--- src/pkg/hpc_params.svh ---
// Purpose: Named constants for the host parallel port
// Assumes: Included by bare name from the package, the properties and the bench
// Notes: CPU offsets are byte addresses on the memory-mapped side
`ifndef HPC_PARAMS_SVH
`define HPC_PARAMS_SVH

// CPU-side register byte addresses
`define HPC_OFS_PWR 32'h0288_0004
`define HPC_OFS_CTRL 32'h0288_0030
`define HPC_OFS_WADDR 32'h0288_0034
`define HPC_OFS_RADDR 32'h0288_0038

// Control register bit positions
`define HPC_BIT_FROMHOST 1
`define HPC_BIT_TOHOST 2
`define HPC_BIT_READY 3
`define HPC_BIT_DUAL 8
`define HPC_BIT_ASEL 11

// Access type select codes
`define HPC_AT_CTRL 2'h0
`define HPC_AT_DATAINC 2'h1
`define HPC_AT_ADDR 2'h2
`define HPC_AT_DATA 2'h3

// Reset values
`define HPC_RST_WORD 32'h0000_0000
`define HPC_RST_PINS 9'h1ff

// Address step for auto-increment, strap settle count, FIFO depth
`define HPC_ADDR_STEP 32'h0000_0004
`define HPC_STRAP_SETTLE 3'h5
`define HPC_FIFO_DEPTH 8

`endif

--- src/pkg/hpc_pkg.sv ---
// Purpose: Types shared by the host parallel port modules
// Assumes: hpc_params.svh on the include path
// Notes: Constants live in the header, types here
`include "hpc_params.svh"
package hpc_pkg;

  // One buffered host write toward internal memory
  typedef struct packed {
    logic [31:0] addr;
    logic [31:0] data;
  } hpc_wr_t;

  // Cycle qualifiers latched at the start of a host access
  typedef struct packed {
    logic [1:0] accessType;
    logic readWrite;
    logic halfword;
  } hpc_qual_t;

  typedef enum logic [1:0] {
    ST_IDLE = 2'b00,
    ST_WAIT = 2'b01,
    ST_READY = 2'b10
  } hpc_state_t;

endpackage

--- src/rtl/hpc_sync.sv ---
// Purpose: Three-stage pin synchroniser with agreement filter
// Assumes: Inputs are asynchronous to clk
// Notes: Output follows once stages two and three agree
`timescale 1ns/1ps
module hpc_sync #(
  parameter int W = 1,
  parameter logic [W-1:0] RST = '0
) (
  // Clock and reset
  input wire logic clk,
  input wire logic rstn,
  // Pins in, filtered levels out
  input wire logic [W-1:0] pinIn,
  output logic [W-1:0] levelOut
);
  logic [W-1:0] s1_ff;
  logic [W-1:0] s2_ff;
  logic [W-1:0] s3_ff;
  logic [W-1:0] out_ff;

  always_ff @(posedge clk or negedge rstn) begin
    if (!rstn) begin
      s1_ff <= RST;
      s2_ff <= RST;
      s3_ff <= RST;
    end else begin
      s1_ff <= pinIn;
      s2_ff <= s1_ff;
      s3_ff <= s2_ff;
    end
  end

  always_ff @(posedge clk or negedge rstn) begin
    if (!rstn) begin
      out_ff <= RST;
    end else begin
      for (int i = 0; i < W; i++) begin
        if (s2_ff[i] == s3_ff[i]) begin
          out_ff[i] <= s3_ff[i];
        end
      end
    end
  end

  assign levelOut = out_ff;
endmodule

--- src/rtl/hpc_fifo.sv ---
// Purpose: Write buffer between host port and internal memory
// Assumes: Single clock, DEPTH a power of two
// Notes: Output word is registered; count covers the array only
`timescale 1ns/1ps
module hpc_fifo #(
  parameter int W = 64,
  parameter int DEPTH = 8
) (
  // Clock and reset
  input wire logic clk,
  input wire logic rstn,
  // Fill side
  input wire logic inValid,
  output logic inReady,
  input wire logic [W-1:0] inData,
  // Drain side
  output logic outValid,
  input wire logic outReady,
  output logic [W-1:0] outData
);
  localparam int PW = $clog2(DEPTH);
  localparam int CW = $clog2(DEPTH + 1);
  localparam logic [CW-1:0] DEPTH_C = CW'(DEPTH);

  logic [W-1:0] mem_ff [DEPTH];
  logic [PW-1:0] wrPtr_ff;
  logic [PW-1:0] rdPtr_ff;
  logic [CW-1:0] count_ff;
  logic outValid_ff;
  logic [W-1:0] outData_ff;
  logic push;
  logic pop;

  assign inReady = (count_ff != DEPTH_C);
  assign push = inValid && inReady;
  assign pop = (count_ff != '0) && (!outValid_ff || outReady);

  always_ff @(posedge clk) begin
    if (push) begin
      mem_ff[wrPtr_ff] <= inData;
    end
  end

  always_ff @(posedge clk or negedge rstn) begin
    if (!rstn) begin
      wrPtr_ff <= '0;
      rdPtr_ff <= '0;
      count_ff <= '0;
    end else begin
      if (push) begin
        wrPtr_ff <= wrPtr_ff + PW'(1);
      end
      if (pop) begin
        rdPtr_ff <= rdPtr_ff + PW'(1);
      end
      if (push && !pop) begin
        count_ff <= count_ff + CW'(1);
      end else if (pop && !push) begin
        count_ff <= count_ff - CW'(1);
      end
    end
  end

  // Output stage refills whenever it empties or is taken
  always_ff @(posedge clk or negedge rstn) begin
    if (!rstn) begin
      outValid_ff <= 1'b0;
      outData_ff <= '0;
    end else if (pop) begin
      outValid_ff <= 1'b1;
      outData_ff <= mem_ff[rdPtr_ff];
    end else if (outReady) begin
      outValid_ff <= 1'b0;
    end
  end

  assign outValid = outValid_ff;
  assign outData = outData_ff;
endmodule

--- src/rtl/hpc_host_port.sv ---
// Purpose: Parallel host port with CPU-side control registers
// Assumes: Host pins asynchronous to clk; memory side on clk
// Notes: Host writes are buffered, host reads fetch one word
`timescale 1ns/1ps
module hpc_host_port
  import hpc_pkg::*;
#(
  parameter int FIFO_DEPTH = `HPC_FIFO_DEPTH
) (
  // Clock and reset
  input wire logic clk,
  input wire logic rstn,
  // Host strobes and qualifiers
  input wire logic hostChipSelect,
  input wire logic dataStrobeOne,
  input wire logic dataStrobeTwo,
  input wire logic addrStrobe,
  input wire logic [1:0] accessTypeSelect,
  input wire logic readWriteSelect,
  input wire logic halfwordSelect,
  input wire logic widthStrapPin,
  // Host data bus and ready
  input wire logic [31:0] hostDataIn,
  output logic [31:0] hostDataOut,
  output logic hostDataOe,
  output logic hostReadyOut_n,
  // CPU register port
  input wire logic [31:0] cpuAddr,
  input wire logic cpuWrEn,
  input wire logic cpuRdEn,
  input wire logic [31:0] cpuWrData,
  output logic [31:0] cpuRdData,
  output logic cpuRdValid,
  // Interrupts and DMA event
  output logic interruptToHost,
  output logic interruptFromHost,
  output logic dmaEventCh0,
  // Internal memory write path
  output logic memWrValid,
  input wire logic memWrReady,
  output hpc_wr_t memWrBeat,
  // Internal memory read path
  output logic memRdReq,
  output logic [31:0] memRdAddr,
  input wire logic memRdValid,
  input wire logic [31:0] memRdData
);
  // Place a halfword into its lane of a word
  function automatic logic [31:0] placeHalf(logic [15:0] h, logic hi);
    placeHalf = hi ? {h, 16'h0000} : {16'h0000, h};
  endfunction

  // Replace one halfword of a word
  function automatic logic [31:0] mergeHalf(logic [31:0] w,
                                            logic [15:0] h, logic hi);
    mergeHalf = hi ? {h, w[15:0]} : {w[31:16], h};
  endfunction

  // Host-visible lane of a word in the current width
  function automatic logic [31:0] readLane(logic [31:0] w, logic wide,
                                           logic hi);
    if (wide) begin
      readLane = w;
    end else begin
      readLane = {16'h0000, hi ? w[31:16] : w[15:0]};
    end
  endfunction

  logic [8:0] pinSync;
  logic [31:0] dataSync;
  logic csS, ds1S, ds2S, asS, strapS;
  hpc_qual_t pinQual, curQual, qual_ff, acc_ff;
  logic strobeN, strobeN_ff, strobeFall, strobeRise;
  logic asPrev_ff, asFall, asHeld_ff;
  logic [2:0] strapCnt_ff;
  logic strapDone_ff, portWide_ff;
  hpc_state_t state_ff, nxt_state;
  logic [31:0] pwr_ff, wrAddr_ff, rdAddr_ff, rdWord_ff, ctrlView;
  logic [31:0] addrView, wrWord, pulseBits, hostDataOut_ff, ctrlMerged;
  logic [15:0] lowHold_ff;
  logic dual_ff, aSel_ff, toHost_ff, fromHost_ff, dmaEv_ff;
  logic readyN_ff, oe_ff, rdReq_ff;
  logic [31:0] cpuRdData_ff;
  logic cpuRdValid_ff;
  logic isData, wordDone, hostWr, hostCtrlWr, hostAddrWr, pushWr;
  logic fifoInReady, cpuCtrlWr, setFrom, clrTo, rdFetch;

  hpc_sync #(.W(9), .RST(`HPC_RST_PINS)) u_pinSync (
    .clk(clk),
    .rstn(rstn),
    .pinIn({hostChipSelect, dataStrobeOne, dataStrobeTwo, addrStrobe,
            widthStrapPin, accessTypeSelect, readWriteSelect,
            halfwordSelect}),
    .levelOut(pinSync)
  );

  hpc_sync #(.W(32), .RST(`HPC_RST_WORD)) u_dataSync (
    .clk(clk),
    .rstn(rstn),
    .pinIn(hostDataIn),
    .levelOut(dataSync)
  );

  assign {csS, ds1S, ds2S, asS, strapS} = pinSync[8:4];
  assign pinQual = hpc_qual_t'(pinSync[3:0]);

  assign strobeN = ~(ds1S ^ ds2S) | csS;
  assign strobeFall = strobeN_ff && !strobeN;
  assign strobeRise = !strobeN_ff && strobeN;
  assign asFall = asPrev_ff && !asS;

  always_ff @(posedge clk or negedge rstn) begin
    if (!rstn) begin
      strobeN_ff <= 1'b1;
      asPrev_ff <= 1'b1;
    end else begin
      strobeN_ff <= strobeN;
      asPrev_ff <= asS;
    end
  end

  // strap taken once the synchroniser has settled
  always_ff @(posedge clk or negedge rstn) begin
    if (!rstn) begin
      strapCnt_ff <= '0;
      strapDone_ff <= 1'b0;
      portWide_ff <= 1'b0;
    end else if (!strapDone_ff) begin
      strapCnt_ff <= strapCnt_ff + 3'h1;
      if (strapCnt_ff == `HPC_STRAP_SETTLE) begin
        strapDone_ff <= 1'b1;
        portWide_ff <= strapS;
      end
    end
  end

  // qualifier latch on address strobe or combined strobe
  assign curQual = asHeld_ff ? qual_ff : pinQual;

  always_ff @(posedge clk or negedge rstn) begin
    if (!rstn) begin
      qual_ff <= '0;
      asHeld_ff <= 1'b0;
    end else if (asFall) begin
      qual_ff <= pinQual;
      asHeld_ff <= 1'b1;
    end else if (strobeRise) begin
      asHeld_ff <= 1'b0;
    end
  end

  assign isData = curQual.accessType[0];
  assign wordDone = portWide_ff || acc_ff.halfword;

  // Access sequencing; an early strobe release abandons the access
  always_comb begin
    nxt_state = state_ff;
    unique case (state_ff)
      ST_IDLE: begin
        if (strobeFall && strapDone_ff) begin
          if (!isData || (!portWide_ff && curQual.halfword &&
              curQual.readWrite) ||
              (!portWide_ff && !curQual.halfword && !curQual.readWrite)) begin
            nxt_state = ST_READY;
          end else begin
            nxt_state = ST_WAIT;
          end
        end
      end
      ST_WAIT: begin
        if (strobeRise) begin
          nxt_state = ST_IDLE;
        end else if (acc_ff.readWrite ? memRdValid : fifoInReady) begin
          nxt_state = ST_READY;
        end
      end
      ST_READY: begin
        if (strobeRise) begin
          nxt_state = ST_IDLE;
        end
      end
    endcase
  end

  always_ff @(posedge clk or negedge rstn) begin
    if (!rstn) begin
      state_ff <= ST_IDLE;
      acc_ff <= '0;
    end else begin
      state_ff <= nxt_state;
      if (state_ff == ST_IDLE && strobeFall) begin
        acc_ff <= curQual;
      end
    end
  end

  // pacing by the ready pin alone
  always_ff @(posedge clk or negedge rstn) begin
    if (!rstn) begin
      readyN_ff <= 1'b1;
      oe_ff <= 1'b0;
    end else begin
      readyN_ff <= (nxt_state != ST_READY);
      oe_ff <= (nxt_state != ST_IDLE) &&
               (state_ff == ST_IDLE ? curQual.readWrite : acc_ff.readWrite);
    end
  end

  // ready bit position always reads zero
  always_comb begin
    ctrlView = `HPC_RST_WORD;
    ctrlView[`HPC_BIT_FROMHOST] = fromHost_ff;
    ctrlView[`HPC_BIT_TOHOST] = toHost_ff;
    ctrlView[`HPC_BIT_READY] = 1'b0;
    ctrlView[`HPC_BIT_DUAL] = dual_ff;
    ctrlView[`HPC_BIT_ASEL] = aSel_ff;
  end

  // host sees one shared or two selectable address registers
  assign addrView = (dual_ff && aSel_ff) ? rdAddr_ff : wrAddr_ff;

  // Host writes take effect when the strobe rises
  assign hostWr = strobeRise && state_ff == ST_READY && !acc_ff.readWrite;
  assign hostCtrlWr = hostWr && acc_ff.accessType == `HPC_AT_CTRL;
  assign hostAddrWr = hostWr && acc_ff.accessType == `HPC_AT_ADDR;
  assign pushWr = hostWr && acc_ff.accessType[0] && wordDone;
  assign wrWord = portWide_ff ? dataSync
                  : {dataSync[15:0], lowHold_ff};
  assign pulseBits = portWide_ff ? dataSync
                     : placeHalf(dataSync[15:0], acc_ff.halfword);
  assign ctrlMerged = portWide_ff ? dataSync
                      : mergeHalf(ctrlView, dataSync[15:0], acc_ff.halfword);
  assign cpuCtrlWr = cpuWrEn && cpuAddr == `HPC_OFS_CTRL;
  assign rdFetch = state_ff == ST_WAIT && acc_ff.readWrite && memRdValid;

  always_ff @(posedge clk or negedge rstn) begin
    if (!rstn) begin
      lowHold_ff <= '0;
    end else if (hostWr && acc_ff.accessType[0] && !wordDone) begin
      lowHold_ff <= dataSync[15:0];
    end
  end

  // control fields written from either side, host first
  always_ff @(posedge clk or negedge rstn) begin
    if (!rstn) begin
      dual_ff <= 1'b0;
      aSel_ff <= 1'b0;
    end else if (hostCtrlWr) begin
      dual_ff <= ctrlMerged[`HPC_BIT_DUAL];
      aSel_ff <= ctrlMerged[`HPC_BIT_ASEL];
    end else if (cpuCtrlWr) begin
      dual_ff <= cpuWrData[`HPC_BIT_DUAL];
      aSel_ff <= cpuWrData[`HPC_BIT_ASEL];
    end
  end

  // host interrupt request and boot-end DMA event
  assign setFrom = hostCtrlWr && pulseBits[`HPC_BIT_FROMHOST];
  // CPU raises host interrupt; host clears it by writing 1
  assign clrTo = hostCtrlWr && pulseBits[`HPC_BIT_TOHOST];

  always_ff @(posedge clk or negedge rstn) begin
    if (!rstn) begin
      fromHost_ff <= 1'b0;
      toHost_ff <= 1'b0;
      dmaEv_ff <= 1'b0;
    end else begin
      dmaEv_ff <= setFrom;
      // CPU acknowledge loses to a same-cycle host request
      if (setFrom) begin
        fromHost_ff <= 1'b1;
      end else if (cpuCtrlWr && cpuWrData[`HPC_BIT_FROMHOST]) begin
        fromHost_ff <= 1'b0;
      end
      if (cpuCtrlWr && cpuWrData[`HPC_BIT_TOHOST]) begin
        toHost_ff <= 1'b1;
      end else if (clrTo) begin
        toHost_ff <= 1'b0;
      end
    end
  end

  // only host loads and auto-increment move the address registers
  always_ff @(posedge clk or negedge rstn) begin
    if (!rstn) begin
      wrAddr_ff <= `HPC_RST_WORD;
      rdAddr_ff <= `HPC_RST_WORD;
    end else if (hostAddrWr) begin
      if (!dual_ff || !aSel_ff) begin
        wrAddr_ff <= portWide_ff ? dataSync
          : mergeHalf(addrView, dataSync[15:0], acc_ff.halfword);
      end
      if (!dual_ff || aSel_ff) begin
        rdAddr_ff <= portWide_ff ? dataSync
          : mergeHalf(addrView, dataSync[15:0], acc_ff.halfword);
      end
    end else if (pushWr && acc_ff.accessType == `HPC_AT_DATAINC) begin
      wrAddr_ff <= wrAddr_ff + `HPC_ADDR_STEP;
      if (!dual_ff) begin
        rdAddr_ff <= wrAddr_ff + `HPC_ADDR_STEP;
      end
    end else if (rdFetch && acc_ff.accessType == `HPC_AT_DATAINC) begin
      rdAddr_ff <= rdAddr_ff + `HPC_ADDR_STEP;
      if (!dual_ff) begin
        wrAddr_ff <= rdAddr_ff + `HPC_ADDR_STEP;
      end
    end
  end

  // Memory read request and host read data
  always_ff @(posedge clk or negedge rstn) begin
    if (!rstn) begin
      rdReq_ff <= 1'b0;
      rdWord_ff <= `HPC_RST_WORD;
      hostDataOut_ff <= `HPC_RST_WORD;
    end else begin
      rdReq_ff <= state_ff == ST_IDLE && nxt_state == ST_WAIT &&
                  curQual.readWrite;
      if (rdFetch) begin
        rdWord_ff <= memRdData;
        hostDataOut_ff <= readLane(memRdData, portWide_ff, 1'b0);
      end else if (state_ff == ST_IDLE && nxt_state == ST_READY &&
                   curQual.readWrite) begin
        unique case (curQual.accessType)
          `HPC_AT_CTRL: hostDataOut_ff <= readLane(ctrlView, portWide_ff,
                                                   curQual.halfword);
          `HPC_AT_ADDR: hostDataOut_ff <= readLane(addrView, portWide_ff,
                                                   curQual.halfword);
          default: hostDataOut_ff <= readLane(rdWord_ff, portWide_ff,
                                              1'b1);
        endcase
      end
    end
  end

  // CPU reads, address registers as separate locations
  always_ff @(posedge clk or negedge rstn) begin
    if (!rstn) begin
      pwr_ff <= `HPC_RST_WORD;
      cpuRdData_ff <= `HPC_RST_WORD;
      cpuRdValid_ff <= 1'b0;
    end else begin
      if (cpuWrEn && cpuAddr == `HPC_OFS_PWR) begin
        pwr_ff <= cpuWrData;
      end
      cpuRdValid_ff <= cpuRdEn;
      if (cpuRdEn) begin
        unique case (cpuAddr)
          `HPC_OFS_PWR: cpuRdData_ff <= pwr_ff;
          `HPC_OFS_CTRL: cpuRdData_ff <= ctrlView;
          `HPC_OFS_WADDR: cpuRdData_ff <= wrAddr_ff;
          `HPC_OFS_RADDR: cpuRdData_ff <= rdAddr_ff;
          default: cpuRdData_ff <= `HPC_RST_WORD;
        endcase
      end
    end
  end

  hpc_fifo #(.W($bits(hpc_wr_t)), .DEPTH(FIFO_DEPTH)) u_wrFifo (
    .clk(clk),
    .rstn(rstn),
    .inValid(pushWr),
    .inReady(fifoInReady),
    .inData({wrAddr_ff, wrWord}),
    .outValid(memWrValid),
    .outReady(memWrReady),
    .outData(memWrBeat)
  );

  assign hostDataOut = hostDataOut_ff;
  assign hostDataOe = oe_ff;
  assign hostReadyOut_n = readyN_ff;
  assign cpuRdData = cpuRdData_ff;
  assign cpuRdValid = cpuRdValid_ff;
  assign interruptToHost = toHost_ff;
  assign interruptFromHost = fromHost_ff;
  assign dmaEventCh0 = dmaEv_ff;
  assign memRdReq = rdReq_ff;
  assign memRdAddr = rdAddr_ff;
endmodule

--- config.mk ---
export PLATFORM = sky130hd
export DESIGN_NAME = hpc_host_port
export DESIGN_NICKNAME = d
export VERILOG_FILES = /design/src/pkg/hpc_pkg.sv /design/src/rtl/hpc_sync.sv /design/src/rtl/hpc_fifo.sv /design/src/rtl/hpc_host_port.sv
export VERILOG_INCLUDE_DIRS = /design/src /design/src/pkg
export SDC_FILE = /design/constraint.sdc
export NUM_CORES = 1
export LEC_CHECK = 0
export ABC_AREA = 1
export BUFFER_PORTS_ARGS = -buffer_cell sky130_fd_sc_hd__buf_2
export CAP_MARGIN = 20
export CORE_MARGIN = 2
export CORE_UTILIZATION = 25
export DETAILED_ROUTE_END_ITERATION = 10
export MAX_ROUTING_LAYER = met4
export PLACE_DENSITY = 0.42
export SLEW_MARGIN = 20
export SYNTH_ARGS = -nofsm -noshare
export SYNTH_HDL_FRONTEND = slang
export SYNTH_SLANG_ARGS = --single-unit
export TNS_END_PERCENT = 20
--- constraint.sdc ---
create_clock -name clk -period 8.6 [get_ports clk]
set_clock_uncertainty 0.05 [all_clocks]
set_input_delay 0.86 -clock clk [delete_from_list [all_inputs] [get_ports clk]]
set_output_delay 0.86 -clock clk [all_outputs]
set_load 0.05 [all_outputs]
==> results.md <==
- Status: complete, no violations
- Clock Power Share: 29.9%
- P_sw: 6.08 mW
- Slowest stage delay, CP: 0.87 ns
- Critical R2R Launch: portWide_ff
- Htree depth: 3
- Initial DRC Count: 2105
- Layout cell share with drive strength beyond 1: 18.8%
- Total track usage: 16.8%
- Final setup TNS: 0 ns
- Routability cong.: 0.931
- Most frequent cells in the layout: 768 x nand2_1, 512 x edfxtp_1, 431 x dfrtp_1
- Synth top area cells: edfxtp_1 38%, dfrtp_1 27%, nand2_1 7.1%
- Switch share: 38.7%
- Vias/cell: 4.52
- Die area: 165000 um^2
- Leakage power: 19.6 nW
- Floorplan core area: 161000 um^2
- Comb pwr share: 30.5%
- Yosys top cell area share: 38.0%
- Worst R2R Path Depth: 12
- Post-synth cell types: 50
- CTS Buffer Depth: 3
- Utilization after layout: 30.0%
- CTS tree: done
- Number of placed cells counting well taps: 5875
- Post-CTS setup buffers: 0
- Final Max Tran Viols: 0
- Vias: 27500
- Detailed Route WL: 136 mm
- Number of global-route vias before repair: 27500
- Hold WC Path Type: in -> async
- I/O pin count: 311
- Syn Nets: 3686
- Levels on crit path: 12
- Unrepaired setup endpoints after global routing: no
- R2r endpoint: wrAddr_ff[16]
- Sequential power share: 39.6%
- Top Family by Delay on Critical Path: buffers and inverters
- Initial antenna violation count: 9
- Crit path time final: 4.79 ns
- Post-Synth Simple-Gate Area: 12.3%
- Largest family of logic cells by synthesized area: simple AND/OR/NAND/NOR gates
- Detailed placement HPWL: 88.9 mm
- Initial Utilization: 25.2%
- Port-buffer cells: 310
- Die H: 406 um
- Hold Buf Count CTS: 0
- Nets: 3980
- Worst setup path endpoint: wrAddr_ff[16]
- Setup WS post-layout: 3.81 ns
- Sequential share of the synthesized area: 67.5%
- Worst setup path start: portWide_ff
- Grt ovf: 0
- Setup WS pre-CTS: 3.85 ns
- Final worst path period share: 55.7%
- Syn Inst Count: 3531
- Total CTS buffers: 108
- DRC: 0
- Worst hold slack: 0.102 ns
- Int Pwr: 9.62 mW
- VDD IR max: 0.203 mV
- Skew-Pair Late Insertion Delay: 0.73 ns
- Clock root buffer master: clkbuf_16
- R2r setup slk: 3.81 ns
- Crit path max fanout: 43
- Crit Path Class: reg -> reg
- Syn Area/Cell: 11.5 um^2
- Fillers: 16500
- Wire per inst: 22.3 um
- Resized Gates After CTS: 0
- TritonRoute pass-1 iters: 5
- Post-Synth XOR/XNOR Area: 0.347%
- Pin count of the biggest net entering global routing: 184
- Die width: 406 um
- Worst Tran Pin Value: 1.17 ns
- Reg clk slew, reported paths: 0.06 ns
- Crit path cell chain: nor2_1 > inv_1 > nand3_2 > inv_1 > nor2_1 > a21oi_1 > inv_1 > a21oi_4 > buf_4 > inv_1 > nand2_1 > o21ai_0
- # setup viols final: 0
- Non-Filler Instances: 6089
- Ys Warns: 0
- Synth Area in Compound Gates: 10.3%
- PwrDens: 326 nW/um^2
- Fin. Hold Viols: 0
- Buffers & Inverters on Critical Path: 5
- Multiplexer share of the synthesized area: 4.26%
- Synth Area in Adders: 1.40%
- FMAX: 209 MHz
- CP startpoint kind: flip-flop
- Post-route ant nets: 0
- Cell Rows: 147
- Crit end category: flip-flop
- Clock sinks: 986
- Post-synthesis cell area: 40400 um^2
- Area delta synth->final: 19.2%
- Critical path arrival: 5.32 ns
- FF+latch count, synth: 986
- Max cap viols: 0
- Commonest non-fill, non-tap cell in the layout: nand2_1
- First-pass GRT wire length: 196 mm
- Crit path max-delay cell type: nand3_2
- Max_slew headroom: 21.5%
- Crit path top cell by count: inv_1
- Critical Path RT: 9.13 ns
- Leading area contributor after synthesis: edfxtp_1
-- worst min path at each step --
stage	from	to	slack [ns]	cells after the start
after floorplan	u_dataSync.s1_ff[0]	u_dataSync.s2_ff[0]	0.28	0
after global placement	u_dataSync.s1_ff[9]	u_dataSync.s2_ff[9]	0.29	0
after detailed placement	u_dataSync.s1_ff[23]	u_dataSync.s2_ff[23]	0.29	0
after CTS	rstn	hostDataOut[10]	0.1	1
after global routing	rstn	hostDataOut[10]	0.12	1
final	rstn	hostDataOut[10]	0.10	1
-- logic make-up after synthesis --
kind of cell / count (synthesis)
XOR/XNOR: 16
flip-flops: 986
multiplexers: 166
buffers and inverters: 407
AND/OR/NAND/NOR: 1221
AO/OA/AOI/OAI: 682
adder cells (fa/ha/maj): 53
-- area by class of cell --
cell class	instances	area (um^2)	area share (%)
Antenna cell	9	22.5	0.0467
Inverter	212	803	1.67
Clock inverter	46	477	0.989
Clock buffer	159	3110	6.45
Multi-Input combinational cell	2138	11700	24.2
Timing Repair Buffer	379	2120	4.39
Sequential cell	986	27300	56.6
Tap cell	2160	2700	5.61
-- synth_stat cells (all sizes together) --
cell type	instances
a21o	1
a21oi	34
a22oi	5
a311oi	1
a31oi	18
a32o	6
a32oi	1
and2	1
buf	33
clkbuf	162
clkinv	4
dfrtp	435
dfstp	39
edfxtp	512
fa	1
ha	11
inv	208
maj3	41
mux2	48
mux2i	118
nand2	803
nand3	137
nand3b	9
nand4	2
nor2	248
nor3	12
nor4	5
o2111ai	2
o211ai	18
o21ai	447
o21bai	1
o221ai	102
o22ai	32
o31ai	1
o32ai	13
or2	4
xnor2	5
xor2	11
-- registers in the layout, indices dropped and copies added (netlist names), 4 cells and up --
signal / cells
acc_ff: 4
wrAddr_ff: 32
rdWord_ff: 32
u_wrFifo.outData: 64
hostDataOut: 32
u_pinSync.s3_ff: 9
u_wrFifo.count_ff: 4
u_dataSync.s3_ff: 32
u_dataSync.s2_ff: 32
pwr_ff: 32
memRdAddr: 32
u_pinSync.s2_ff: 9
u_wrFifo.mem_ff: 512
u_pinSync.levelOut: 9
lowHold_ff: 16
u_dataSync.levelOut: 32
cpuRdData: 32
qual_ff: 4
u_dataSync.s1_ff: 32
u_pinSync.s1_ff: 9
-- stage by stage --
| step | cell area [um^2] | power (mW) |
|---|---|---|
| after detailed placement | 44600 | 11.2 |
| after floorplan | 40400 | 9.33 |
| after CTS | 48200 | 15.9 |
| after global placement | 44600 | 11.2 |
| final | 48200 | 15.7 |
| after global routing | 48200 | 16.6 |
-- metal layers --
metal  GRT usage [%]  up-vias  wire [um]
met1            22.3    13700      61600
met5               -        -          0
met4            6.22        0       4670
met3            3.24      159       7700
met2            25.4      740      61800
li1                -    12900          -
-- worst reg2reg max path: stages, from the launching register on --
cell and delay, ns:
dfrtp_2 0.76, nor2_1 0.20, inv_1 0.67, nand3_2 0.87
inv_1 0.27, nor2_1 0.06, a21oi_1 0.29, inv_1 0.13
a21oi_4 0.15, buf_4 0.44, inv_1 0.52, nand2_1 0.15
o21ai_0 0.09
-- power groups by stage --
stage	sequential [mW]	combinational, mW	clock (mW)
after floorplan	6.88	2.45	0
after global placement	6.31	4.86	0
after detailed placement	6.31	4.87	0
after CTS	6.22	4.88	4.83
after global routing	6.30	5.28	5.02
final	6.22	4.79	4.69
Power figures use the tool's default switching activity.
